## config.mk

```make
export PLATFORM = sky130hd
export DESIGN_NAME = i2c_fsel_slave
export DESIGN_NICKNAME = d
export VERILOG_FILES = /design/src/include/i2c_fsel_pkg.sv /design/src/hw/i2c_pin_sync.sv /design/src/hw/i2c_fsel_slave.sv
export VERILOG_INCLUDE_DIRS = /design/src /design/src/include
export SDC_FILE = /design/constraint.sdc
export NUM_CORES = 1
export LEC_CHECK = 0
export ABC_AREA = 1
export BUFFER_PORTS_ARGS = -buffer_cell sky130_fd_sc_hd__buf_2
export CELL_PAD_IN_SITES_DETAIL_PLACEMENT = 1
export CELL_PAD_IN_SITES_GLOBAL_PLACEMENT = 2
export CORE_MARGIN = 5
export CORE_UTILIZATION = 30
export CTS_BUF_LIST = sky130_fd_sc_hd__clkbuf_16
export CTS_CLUSTER_DIAMETER = 30
export CTS_CLUSTER_SIZE = 16
export DETAILED_ROUTE_END_ITERATION = 16
export GPL_ROUTABILITY_DRIVEN = 1
export PLACE_DENSITY = 0.79
export SLEW_MARGIN = 10
export SYNTH_ARGS = -nofsm -noshare
export SYNTH_HDL_FRONTEND = slang
export SYNTH_SLANG_ARGS = --single-unit
```

## constraint.sdc

```tcl
create_clock -name CLK_SYS -period 2.79 [get_ports CLK_SYS]
set_input_delay 0.4185 -clock CLK_SYS [delete_from_list [all_inputs] [get_ports CLK_SYS]]
set_output_delay 0.4185 -clock CLK_SYS [all_outputs]
set_load 0.005 [all_outputs]
```

## src/include/i2c_fsel_regs.svh

```systemverilog
// Constants for the I2C function-select slave front end
`ifndef I2C_FSEL_REGS_SVH
`define I2C_FSEL_REGS_SVH
`define FSEL_MEM_CODE     4'ha
`define FSEL_CLK_CODE     4'hd
`define FSEL_CTL_CODE     4'h3
`define HS_MASTER_CODE    5'h01
`define MEM_ADDR_W        13
`define MEM_LAST_ADDR     13'h1fff
`define CLK_LAST_ADDR     8'h0f
`define CTL_LAST_ADDR     8'h0c
`define CTL_CMD_ADDR      8'haa
`define BUS_FREE_SDA      1'b1
`endif

```

## src/include/i2c_fsel_pkg.sv

```systemverilog
// Types shared by the I2C function-select slave
package i2c_fsel_pkg;
   typedef enum logic [1:0] {
      FUNC_NONE,
      FUNC_MEM,
      FUNC_CLK,
      FUNC_CTL
   } func_e;

   typedef enum {
      ST_IDLE,
      ST_SLV_ADDR,
      ST_ADDR_HI,
      ST_ADDR_LO,
      ST_WR_DATA,
      ST_RD_DATA,
      ST_IGNORE
   } phase_e;

   // Request towards the selected function
   typedef struct packed {
      func_e       func;
      logic [12:0] addr;
      logic [7:0]  wdata;
      logic        wr;
      logic        rd;
   } func_req_s;
endpackage : i2c_fsel_pkg

```

## src/hw/i2c_pin_sync.sv

```systemverilog
// Three-stage pin synchroniser with agreement filter, one per bit
`timescale 1ns/100ps
module i2c_pin_sync #(
   parameter int WIDTH = 2
) (
   // Clock and reset
   input  wire logic             clk,
   input  wire logic             rst_n,
   // Pins and filtered levels
   input  wire logic [WIDTH-1:0] pin,
   output logic      [WIDTH-1:0] level
);
   if (WIDTH < 1) begin : g_bad_width
      $error("WIDTH must be at least one");
   end

   genvar g;
   generate
      for (g = 0; g < WIDTH; g++) begin : g_bit
         logic s1_reg, s2_reg, s3_reg, lvl_reg;
         logic lvl_next;
         // Level changes only once stages two and three agree
         always_comb begin
            lvl_next = (s2_reg == s3_reg) ? s3_reg : lvl_reg;
         end
         // Reset to idle-high, the released open-drain state
         always_ff @(posedge clk or negedge rst_n) begin
            if (!rst_n) begin
               s1_reg  <= 1'b1;
               s2_reg  <= 1'b1;
               s3_reg  <= 1'b1;
               lvl_reg <= 1'b1;
            end else begin
               s1_reg  <= pin[g];
               s2_reg  <= s1_reg;
               s3_reg  <= s2_reg;
               lvl_reg <= lvl_next;
            end
         end
         assign level[g] = lvl_reg;
      end
   endgenerate
endmodule : i2c_pin_sync

```

## src/hw/i2c_fsel_slave.sv

```systemverilog
// I2C slave front end with function select for memory, clock and control registers
//
// Overview of operation
// - Only 7-bit slave addressing is decoded; 10-bit prefixes never match.
// - First byte after START is slave address plus direction; one reads.
// - Receiver acknowledges each byte by pulling SDA low on ninth pulse.
// - Address advances after every data byte, at the eighth falling SCL edge.
// - Address wraps to zero past the last location; writes continue.
// - Write: address bytes then data bytes, all acknowledged, until STOP/Sr.
// - Read without address starts at the current function pointer.
// - Address-only write sets the pointer and stores no data.
// - Master NACK ends a read; device releases SDA.
// - SDA changes only while SCL is low, except START and STOP.
// - START is SDA falling while SCL is high.
// - STOP is SDA rising while SCL is high; ends the transaction.
// - Bus busy from START until STOP.
// - Repeated START abandons transfer, bus stays busy, new address awaited.
// - Address mismatch: ignore the bus until STOP or repeated START.
// - Bytes are eight bits, MSB first, each followed by acknowledge slot.
// - Transmitter releases SDA after each byte; NACK aborts the operation.
// - Write bytes to protected locations are not acknowledged.
// - START, master code 00001xxx and NACK enter high-speed mode.
// - High-speed mode survives repeated START, ends on STOP.
// - Address bits 7:4 select memory, clock or control; 3:1 device select.
// - Memory 8K bytes, clock 16 bytes, control 14 bytes incl command.
// - Device select bits compare with the three strap pins.
// - Memory takes two address bytes; top three bits ignored.
// - Clock and control functions take one register address byte.
`timescale 1ns/100ps
`include "i2c_fsel_regs.svh"
module i2c_fsel_slave (
   // Clock and reset
   input  wire logic                  CLK_SYS,
   input  wire logic                  RSTN,
   // I2C pins, open drain
   input  wire logic                  SCL_I,
   input  wire logic                  SDA_I,
   output logic                       SDA_O,
   output logic                       SDA_OE,
   // Straps and write protect
   input  wire logic [2:0]            DEVICE_SELECT_STRAPS,
   input  wire logic                  WRITE_PROTECT,
   // Function access
   output i2c_fsel_pkg::func_req_s    FUNC_REQ,
   input  wire logic [7:0]            FUNC_RDATA,
   // Status
   output logic                       BUS_BUSY,
   output logic                       HIGH_SPEED_TRANSFER_STATE
);
   logic [4:0] lvl;
   logic       scl_reg, sda_reg;
   logic       scl, sda;

   // Pin filtering; bus lines and straps all come from outside the clock domain
   i2c_pin_sync #(.WIDTH(5)) u_sync (
      .clk   (CLK_SYS),
      .rst_n (RSTN),
      .pin   ({SCL_I, SDA_I, DEVICE_SELECT_STRAPS}),
      .level (lvl)
   );
   assign scl = lvl[4];
   assign sda = lvl[3];

   // Edge and condition detection from filtered levels
   logic scl_rise, scl_fall, start_cond, stop_cond;
   assign scl_rise   = scl & ~scl_reg;
   assign scl_fall   = ~scl & scl_reg;
   assign start_cond = scl & scl_reg & sda_reg & ~sda;
   assign stop_cond  = scl & scl_reg & ~sda_reg & sda;

   // Protocol state
   i2c_fsel_pkg::phase_e phase_reg, phase_next;
   i2c_fsel_pkg::func_e  func_reg, func_next;
   logic [3:0]  bit_reg, bit_next;
   logic [7:0]  sh_reg, sh_next;
   logic        rw_reg, rw_next;
   logic        busy_reg, busy_next;
   logic        hs_reg, hs_next;
   logic        first_reg, first_next;
   logic        ack_reg, ack_next;
   logic        drv_reg, drv_next;
   logic [7:0]  tx_reg, tx_next;
   logic [4:0]  ahi_reg, ahi_next;
   logic [12:0] mem_ptr_reg, mem_ptr_next;
   logic [7:0]  clk_ptr_reg, clk_ptr_next;
   logic [7:0]  ctl_ptr_reg, ctl_ptr_next;
   logic        edge_reg, edge_next;
   i2c_fsel_pkg::func_req_s req_reg, req_next;
   logic                dev_match_reg;
   i2c_fsel_pkg::func_e func_sel_reg;
   logic [12:0]         cur_ptr_sel, cur_ptr_inc;

   // Current pointer of the addressed function
   logic [12:0] cur_ptr;
   always_comb begin
      unique case (func_reg)
         i2c_fsel_pkg::FUNC_MEM: cur_ptr = mem_ptr_reg;
         i2c_fsel_pkg::FUNC_CLK: cur_ptr = {5'h00, clk_ptr_reg};
         i2c_fsel_pkg::FUNC_CTL: cur_ptr = {5'h00, ctl_ptr_reg};
         i2c_fsel_pkg::FUNC_NONE: cur_ptr = 13'h0000;
      endcase
   end

   // Protected write check; the function side decodes the block levels into WRITE_PROTECT
   logic wr_denied;
   assign wr_denied = WRITE_PROTECT && (func_reg == i2c_fsel_pkg::FUNC_MEM);

   // Pointer advance with wrap per function
   function automatic logic [7:0] reg_inc(input logic [7:0] p, input logic [7:0] last);
      reg_inc = (p == last) ? 8'h00 : p + 8'h01;
   endfunction : reg_inc

   // Decoded slave address byte (sh_next full at bit 8)
   logic [7:0] rx_byte;
   logic       dev_match;
   i2c_fsel_pkg::func_e byte_func;
   always_comb begin
      rx_byte   = {sh_reg[6:0], sda};
      dev_match = (rx_byte[3:1] == lvl[2:0]);
      unique case (rx_byte[7:4])
         `FSEL_MEM_CODE: byte_func = i2c_fsel_pkg::FUNC_MEM;
         `FSEL_CLK_CODE: byte_func = i2c_fsel_pkg::FUNC_CLK;
         `FSEL_CTL_CODE: byte_func = i2c_fsel_pkg::FUNC_CTL;
         default:        byte_func = i2c_fsel_pkg::FUNC_NONE; // 10-bit prefix 11110 lands here
      endcase
   end

   // Next-state logic for the whole protocol engine
   always_comb begin
      phase_next   = phase_reg;
      func_next    = func_reg;
      bit_next     = bit_reg;
      sh_next      = sh_reg;
      rw_next      = rw_reg;
      busy_next    = busy_reg;
      hs_next      = hs_reg;
      first_next   = first_reg;
      ack_next     = ack_reg;
      drv_next     = drv_reg;
      tx_next      = tx_reg;
      ahi_next     = ahi_reg;
      mem_ptr_next = mem_ptr_reg;
      clk_ptr_next = clk_ptr_reg;
      ctl_ptr_next = ctl_ptr_reg;
      edge_next    = 1'b0;
      req_next     = req_reg;
      req_next.wr  = 1'b0;
      req_next.rd  = 1'b0;
      if (stop_cond) begin
         // Ends everything and leaves high speed
         phase_next = i2c_fsel_pkg::ST_IDLE;
         busy_next  = 1'b0;
         hs_next    = 1'b0;
         drv_next   = 1'b0;
      end else if (start_cond) begin
         // Fresh or repeated START; high speed kept across Sr
         phase_next = i2c_fsel_pkg::ST_SLV_ADDR;
         busy_next  = 1'b1;
         bit_next   = 4'h0;
         first_next = ~busy_reg;
         drv_next   = 1'b0;
      end else if (scl_rise && phase_reg != i2c_fsel_pkg::ST_IDLE && phase_reg != i2c_fsel_pkg::ST_IGNORE) begin
         // Data sampled on rising SCL, MSB first
         if (bit_reg < 4'h8) begin
            sh_next = rx_byte;
         end else if (phase_reg == i2c_fsel_pkg::ST_RD_DATA && sda) begin
            phase_next = i2c_fsel_pkg::ST_IGNORE; // master NACK
         end
         bit_next = bit_reg + 4'h1;
      end else if (scl_fall && phase_reg != i2c_fsel_pkg::ST_IDLE && phase_reg != i2c_fsel_pkg::ST_IGNORE) begin
         // SDA driven only after SCL falls
         drv_next = 1'b0;
         if (bit_reg == 4'h8) begin
            // Eighth bit just sampled: act on the byte and set the acknowledge slot
            ack_next = 1'b0;
            unique case (phase_reg)
               i2c_fsel_pkg::ST_SLV_ADDR: begin
                  if (first_reg && sh_reg[7:3] == `HS_MASTER_CODE) begin
                     hs_next    = 1'b1; // NACK left to the bus
                     phase_next = i2c_fsel_pkg::ST_IGNORE;
                  end else if (dev_match_reg && func_sel_reg != i2c_fsel_pkg::FUNC_NONE) begin
                     func_next = func_sel_reg;
                     rw_next   = sh_reg[0];
                     ack_next  = 1'b1;
                     if (sh_reg[0]) begin
                        phase_next = i2c_fsel_pkg::ST_RD_DATA;
                     end else if (func_sel_reg == i2c_fsel_pkg::FUNC_MEM) begin
                        phase_next = i2c_fsel_pkg::ST_ADDR_HI;
                     end else begin
                        phase_next = i2c_fsel_pkg::ST_ADDR_LO;
                     end
                  end else begin
                     phase_next = i2c_fsel_pkg::ST_IGNORE;
                  end
               end
               i2c_fsel_pkg::ST_ADDR_HI: begin
                  ahi_next   = sh_reg[4:0]; // top three bits dropped
                  ack_next   = 1'b1;
                  phase_next = i2c_fsel_pkg::ST_ADDR_LO;
               end
               i2c_fsel_pkg::ST_ADDR_LO: begin
                  // Pointer loaded, no data stored yet
                  unique case (func_reg)
                     i2c_fsel_pkg::FUNC_MEM: mem_ptr_next = {ahi_reg, sh_reg};
                     i2c_fsel_pkg::FUNC_CLK: clk_ptr_next = sh_reg;
                     i2c_fsel_pkg::FUNC_CTL: ctl_ptr_next = sh_reg;
                     i2c_fsel_pkg::FUNC_NONE: ;
                  endcase
                  ack_next   = 1'b1;
                  phase_next = i2c_fsel_pkg::ST_WR_DATA;
               end
               i2c_fsel_pkg::ST_WR_DATA: begin
                  if (!wr_denied) begin
                     req_next.func  = func_reg;
                     req_next.addr  = cur_ptr;
                     req_next.wdata = sh_reg;
                     req_next.wr    = 1'b1;
                     ack_next       = 1'b1;
                     edge_next      = 1'b1;
                  end else begin
                     phase_next = i2c_fsel_pkg::ST_IGNORE;
                  end
               end
               i2c_fsel_pkg::ST_RD_DATA: begin
                  edge_next = 1'b1; // byte sent, advance pointer
               end
               default: ;
            endcase
            drv_next = ack_next;
         end else if (bit_reg == 4'h9) begin
            // Acknowledge slot over; release and start next byte
            bit_next = 4'h0;
            if (phase_reg == i2c_fsel_pkg::ST_RD_DATA) begin
               tx_next  = FUNC_RDATA;
               drv_next = ~FUNC_RDATA[7];
            end
         end else if (phase_reg == i2c_fsel_pkg::ST_RD_DATA) begin
            tx_next  = {tx_reg[6:0], 1'b1};
            drv_next = ~tx_reg[6];
         end
      end
      // Read fetch for the first read byte, as the read slave address byte is accepted
      if (phase_next == i2c_fsel_pkg::ST_RD_DATA && phase_reg == i2c_fsel_pkg::ST_SLV_ADDR) begin
         req_next.func = func_next;
         req_next.addr = cur_ptr_sel;
         req_next.rd   = 1'b1;
      end
      // Advance pointers; new address ready before the acknowledge
      if (edge_reg) begin
         unique case (func_reg)
            i2c_fsel_pkg::FUNC_MEM: mem_ptr_next = mem_ptr_reg + 13'h0001;       // wraps
            i2c_fsel_pkg::FUNC_CLK: clk_ptr_next = reg_inc(clk_ptr_reg, `CLK_LAST_ADDR);
            i2c_fsel_pkg::FUNC_CTL: ctl_ptr_next = (ctl_ptr_reg == `CTL_LAST_ADDR) ? `CTL_CMD_ADDR :
                                                   reg_inc(ctl_ptr_reg, `CTL_CMD_ADDR);
            i2c_fsel_pkg::FUNC_NONE: ;
         endcase
         if (rw_reg) begin
            req_next.addr = cur_ptr_inc;
            req_next.rd   = 1'b1;
         end
      end
   end

   // Pointer of the function being addressed, and of the current one after its advance
   always_comb begin
      unique case (func_sel_reg)
         i2c_fsel_pkg::FUNC_MEM: cur_ptr_sel = mem_ptr_reg;
         i2c_fsel_pkg::FUNC_CLK: cur_ptr_sel = {5'h00, clk_ptr_reg};
         i2c_fsel_pkg::FUNC_CTL: cur_ptr_sel = {5'h00, ctl_ptr_reg};
         i2c_fsel_pkg::FUNC_NONE: cur_ptr_sel = 13'h0000;
      endcase
      unique case (func_reg)
         i2c_fsel_pkg::FUNC_MEM: cur_ptr_inc = mem_ptr_next;
         i2c_fsel_pkg::FUNC_CLK: cur_ptr_inc = {5'h00, clk_ptr_next};
         i2c_fsel_pkg::FUNC_CTL: cur_ptr_inc = {5'h00, ctl_ptr_next};
         i2c_fsel_pkg::FUNC_NONE: cur_ptr_inc = 13'h0000;
      endcase
   end

   // Register stage; pointers reset to zero, lines idle released
   always_ff @(posedge CLK_SYS or negedge RSTN) begin
      if (!RSTN) begin
         scl_reg       <= 1'b1;
         sda_reg       <= 1'b1;
         phase_reg     <= i2c_fsel_pkg::ST_IDLE;
         func_reg      <= i2c_fsel_pkg::FUNC_NONE;
         bit_reg       <= 4'h0;
         sh_reg        <= 8'h00;
         rw_reg        <= 1'b0;
         busy_reg      <= 1'b0;
         hs_reg        <= 1'b0;
         first_reg     <= 1'b0;
         ack_reg       <= 1'b0;
         drv_reg       <= 1'b0;
         tx_reg        <= 8'hff;
         ahi_reg       <= 5'h00;
         mem_ptr_reg   <= 13'h0000;
         clk_ptr_reg   <= 8'h00;
         ctl_ptr_reg   <= 8'h00;
         edge_reg      <= 1'b0;
         req_reg       <= '0;
         dev_match_reg <= 1'b0;
         func_sel_reg  <= i2c_fsel_pkg::FUNC_NONE;
      end else begin
         scl_reg       <= scl;
         sda_reg       <= sda;
         phase_reg     <= phase_next;
         func_reg      <= func_next;
         bit_reg       <= bit_next;
         sh_reg        <= sh_next;
         rw_reg        <= rw_next;
         busy_reg      <= busy_next;
         hs_reg        <= hs_next;
         first_reg     <= first_next;
         ack_reg       <= ack_next;
         drv_reg       <= drv_next;
         tx_reg        <= tx_next;
         ahi_reg       <= ahi_next;
         mem_ptr_reg   <= mem_ptr_next;
         clk_ptr_reg   <= clk_ptr_next;
         ctl_ptr_reg   <= ctl_ptr_next;
         edge_reg      <= edge_next;
         req_reg       <= req_next;
         if (scl_rise && bit_reg == 4'h7) begin
            dev_match_reg <= dev_match;
            func_sel_reg  <= byte_func;
         end
      end
   end

   // Open drain: only ever pull low
   assign SDA_O  = 1'b0;
   assign SDA_OE = drv_reg;
   assign FUNC_REQ = req_reg;
   assign BUS_BUSY = busy_reg;
   assign HIGH_SPEED_TRANSFER_STATE = hs_reg;
endmodule : i2c_fsel_slave

```

==> impl_results.md <==
* Status: complete, no violations
* Placer congestion estimate at 0.857
* Final nets at about 1100
* Cell Area, Synth at ~7700 um2
* Initial antenna violation count at 0
* Skew final at between 15 and 20 ps
* Final std cells w/o fill at roughly 1400
* Vias at approximately 6900
* Finished Core Util at 36.2%
* H-tree depth at 4
* Combinational group share of total power at 24.8%
* Flops & latches, synth at about 140
* Synth cell types at 53
* Syn Area/Cell at around 7.8 um2
* Drt via density at 4.90
* R2r startpoint: phase_reg[3]
* Sequential share of power at approximately two fifths
* Largest cells by area after synthesis: dfrtp_1 (37%), nand2_1 (11%), dfstp_2 (9.8%)
* Hold Startpoint: SDA_I
* Total wire length at roughly 25 mm
* Core ar. at 25300 um2
* Die Wd at approximately 170 um
* Worst reg-to-reg path cell count at 16
* Post-synth ARST share at 100%
* Iter 0 DRT Violations at 448
* Max-slew headroom at 58.3%
* Yosys top cell by area: dfrtp_1
* Max FFs per register at 32
* Worst Setup End Kind: flop
* Port bufs at 43
* Max Cap Violations at 0
* GRT Total Usage at between 10% and 20%
* Layout cell share with drive strength beyond 1 at about 18%
* Syn nets at just over 1000
* Final period utilization at between 90% and 100%
* Grt total ovfl at 0
* Pin count of the biggest net entering global routing at 57
* IO Pins at 45
* Die Area at 29100 um2
* Share of total power in the clock network at 36.1%
* Latest clock arrival within the worst-skew pair at between 400 and 500 ps
* Setup violations, final at 0
* R2R setup slack at 270 ps
* HP Class: in2reg
* DP Worst Slack at approximately 350 ps
* Top-count cell post-synth: nand2_1
* Post_cts resized at 0
* Drt wl/cell at ~18 um
* Worst setup SP type: flop
* Critical path origin: phase_reg[3]
* Share of the synthesized area in the top cell type at 36.8%
* Drt first pass iters at 5
* Most instantiated cells after synthesis: nand2_1 (226), nor2_1 (132), inv_1 (119)
* Internal power at ~4300 uW
* Final-report hold violation count at 0
* Post-Synthesis Cells at 997
* Worst setup margin at 267 ps
* Clock buffer count from CTS at 17
* RSZ-0062 raised after global routing: false
* Kind of critical path: reg2reg
* Sw frac at between 30 and 40%
* Layout area overhead at 18.3%
* Clk root buf: clkbuf_16
* First-pass GRT wire length at between 40 and 50 mm
* Sequential fraction of the synthesis area at between 40% and 50%
* PwrDens at roughly 740 nW/um2
* Setup_tns at 0 ps
* Post-route ant nets at 0
* Worst r2r dst: FUNC_REQ[20]
* Final worst path period need at between 2000 and 3000 ps
* Post-synth EDFFs at 0
* Initial core utilization at about 31%
* Worst-path fanout max at 18
* Worst Path Required at roughly 3100 ps
* DRC at 0
* Num rows at between 50 and 60
* Die Y at approximately 170 um
* Worst-path clk slew at roughly 70 ps
* Max Transition Viols Final at 0
* Least-Margin Pin Slew at about 620 ps
* Clk buf depth at 2
* Psw at between 2000 and 2500 uW
* Syn. warnings at 0
* Clock tree sinks at 143
* Ys flop type: dfrtp_1
* Critical Path Sink: FUNC_REQ[20]
* CTS tree: built
* Crit path DAT at around 2900 ps
* Placed insts at approximately 1400
* P_leak at around 0.0044 uW
* Design Power at 6810 uW
* Max VDD drop at 354 uV
* DP HPWL at 18.3 mm
* Fmax at 396 MHz
* Vias in the first global route at slightly above 7000
-- power groups by stage --
stage / clock (uW) / combinational (uW) / sequential [uW]
finish: 2460 / 1690 / 2660
global route: 2610 / 1890 / 2700
CTS: 2510 / 1700 / 2660
detailed placement: 0 / 1680 / 2700
global placement: 0 / 1650 / 2690
floorplan: 0 / 1040 / 2640
-- metal layers --
layer	routed length [um]	global-route usage (%)
met5	0	0
met4	332	4.44
met3	968	2.66
met2	11100	27.0
met1	12600	26.5
-- worst min path at each step --
| stage | slack (ps) | endpoint | cells past startpoint |
|---|---|---|---|
| floorplan | 120 | BUS_BUSY | 0 |
| global placement | 350 | u_sync.g_bit[3].s2_reg | 0 |
| detailed placement | 350 | u_sync.g_bit[3].s2_reg | 0 |
| CTS | 70 | u_sync.g_bit[3].s1_reg | 1 |
| global route | 60 | u_sync.g_bit[4].s1_reg | 1 |
| finish | 80 | u_sync.g_bit[3].s1_reg | 1 |
-- cell families after synthesis --
logic type | count (synthesis) | synth area share, %
compound gates | 163 | 12.2
xor+xnor | 10 | 1.13
fa+ha+maj | 13 | 1.94
buf+inv | 164 | 8.44
flops | 143 | 46.7
mux | 9 | 1.18
other cells | 1 | 0.0484
simple gates | 494 | 28.4
-- through the flow --
stage	cell area, um2	hold slack [ps]
6_report	9160	76.9
5_1_grt	9160	64.1
4_1_cts	9160	66.1
3_5_place_dp	8530	347
3_3_place_gp	8530	345
2_1_floorplan	7740	123
-- worst max-delay path, cell delays in order, from the launching register on --
cell	delay [ps]
dfrtp_1	420
nor2_2	260
nand3_1	180
nor2_1	120
nand2_1	80
a21oi_1	150
nor2_1	100
nor2_4	180
nand2_2	80
nand3_2	70
nand2_2	60
clkinv_4	130
nand3_4	240
nand2_1	130
nor2_1	50
nor2_1	100
nor2_1	60
-- final cells by class --
cell class | count | area, um2
diodes | 1 | 2.50
clock buffers | 17 | 425
clock inverters | 15 | 191
fillers | 3075 | 16200
inverters | 139 | 527
multi-input cells | 690 | 3470
flip-flops and latches | 143 | 3610
well taps | 330 | 413
repair buffers | 78 | 512
-- cells in the final DEF (no fill, tap or decap), drive strengths merged, types with 2 or more instances in the layout --
cell type,netlist,layout
or2,3,3
a21boi,2,2
nor4,2,2
o211ai,9,9
o31ai,6,6
nor3,14,14
o22ai,8,8
nand4,22,22
dfstp,29,29
o21a,2,2
o21ai,70,70
clkbuf,14,17
mux2i,8,8
dfrtp,114,114
xnor2,4,4
a21oi,50,50
o221ai,4,4
a22oi,2,2
inv,133,143
and3,2,2
nand3,73,73
a221oi,4,4
ha,8,8
xor2,6,6
buf,11,77
maj3,5,5
bufinv,0,2
nor2,145,145
nand2,232,232
a31oi,5,5
clkinv,6,8
-- timing repair --
action / CTS / global route
endpoints found under the hold margin: 31 / 0
setup buffers: 0 / 0
hold buffers: 1 / 0
Power figures use the tool's default switching activity.
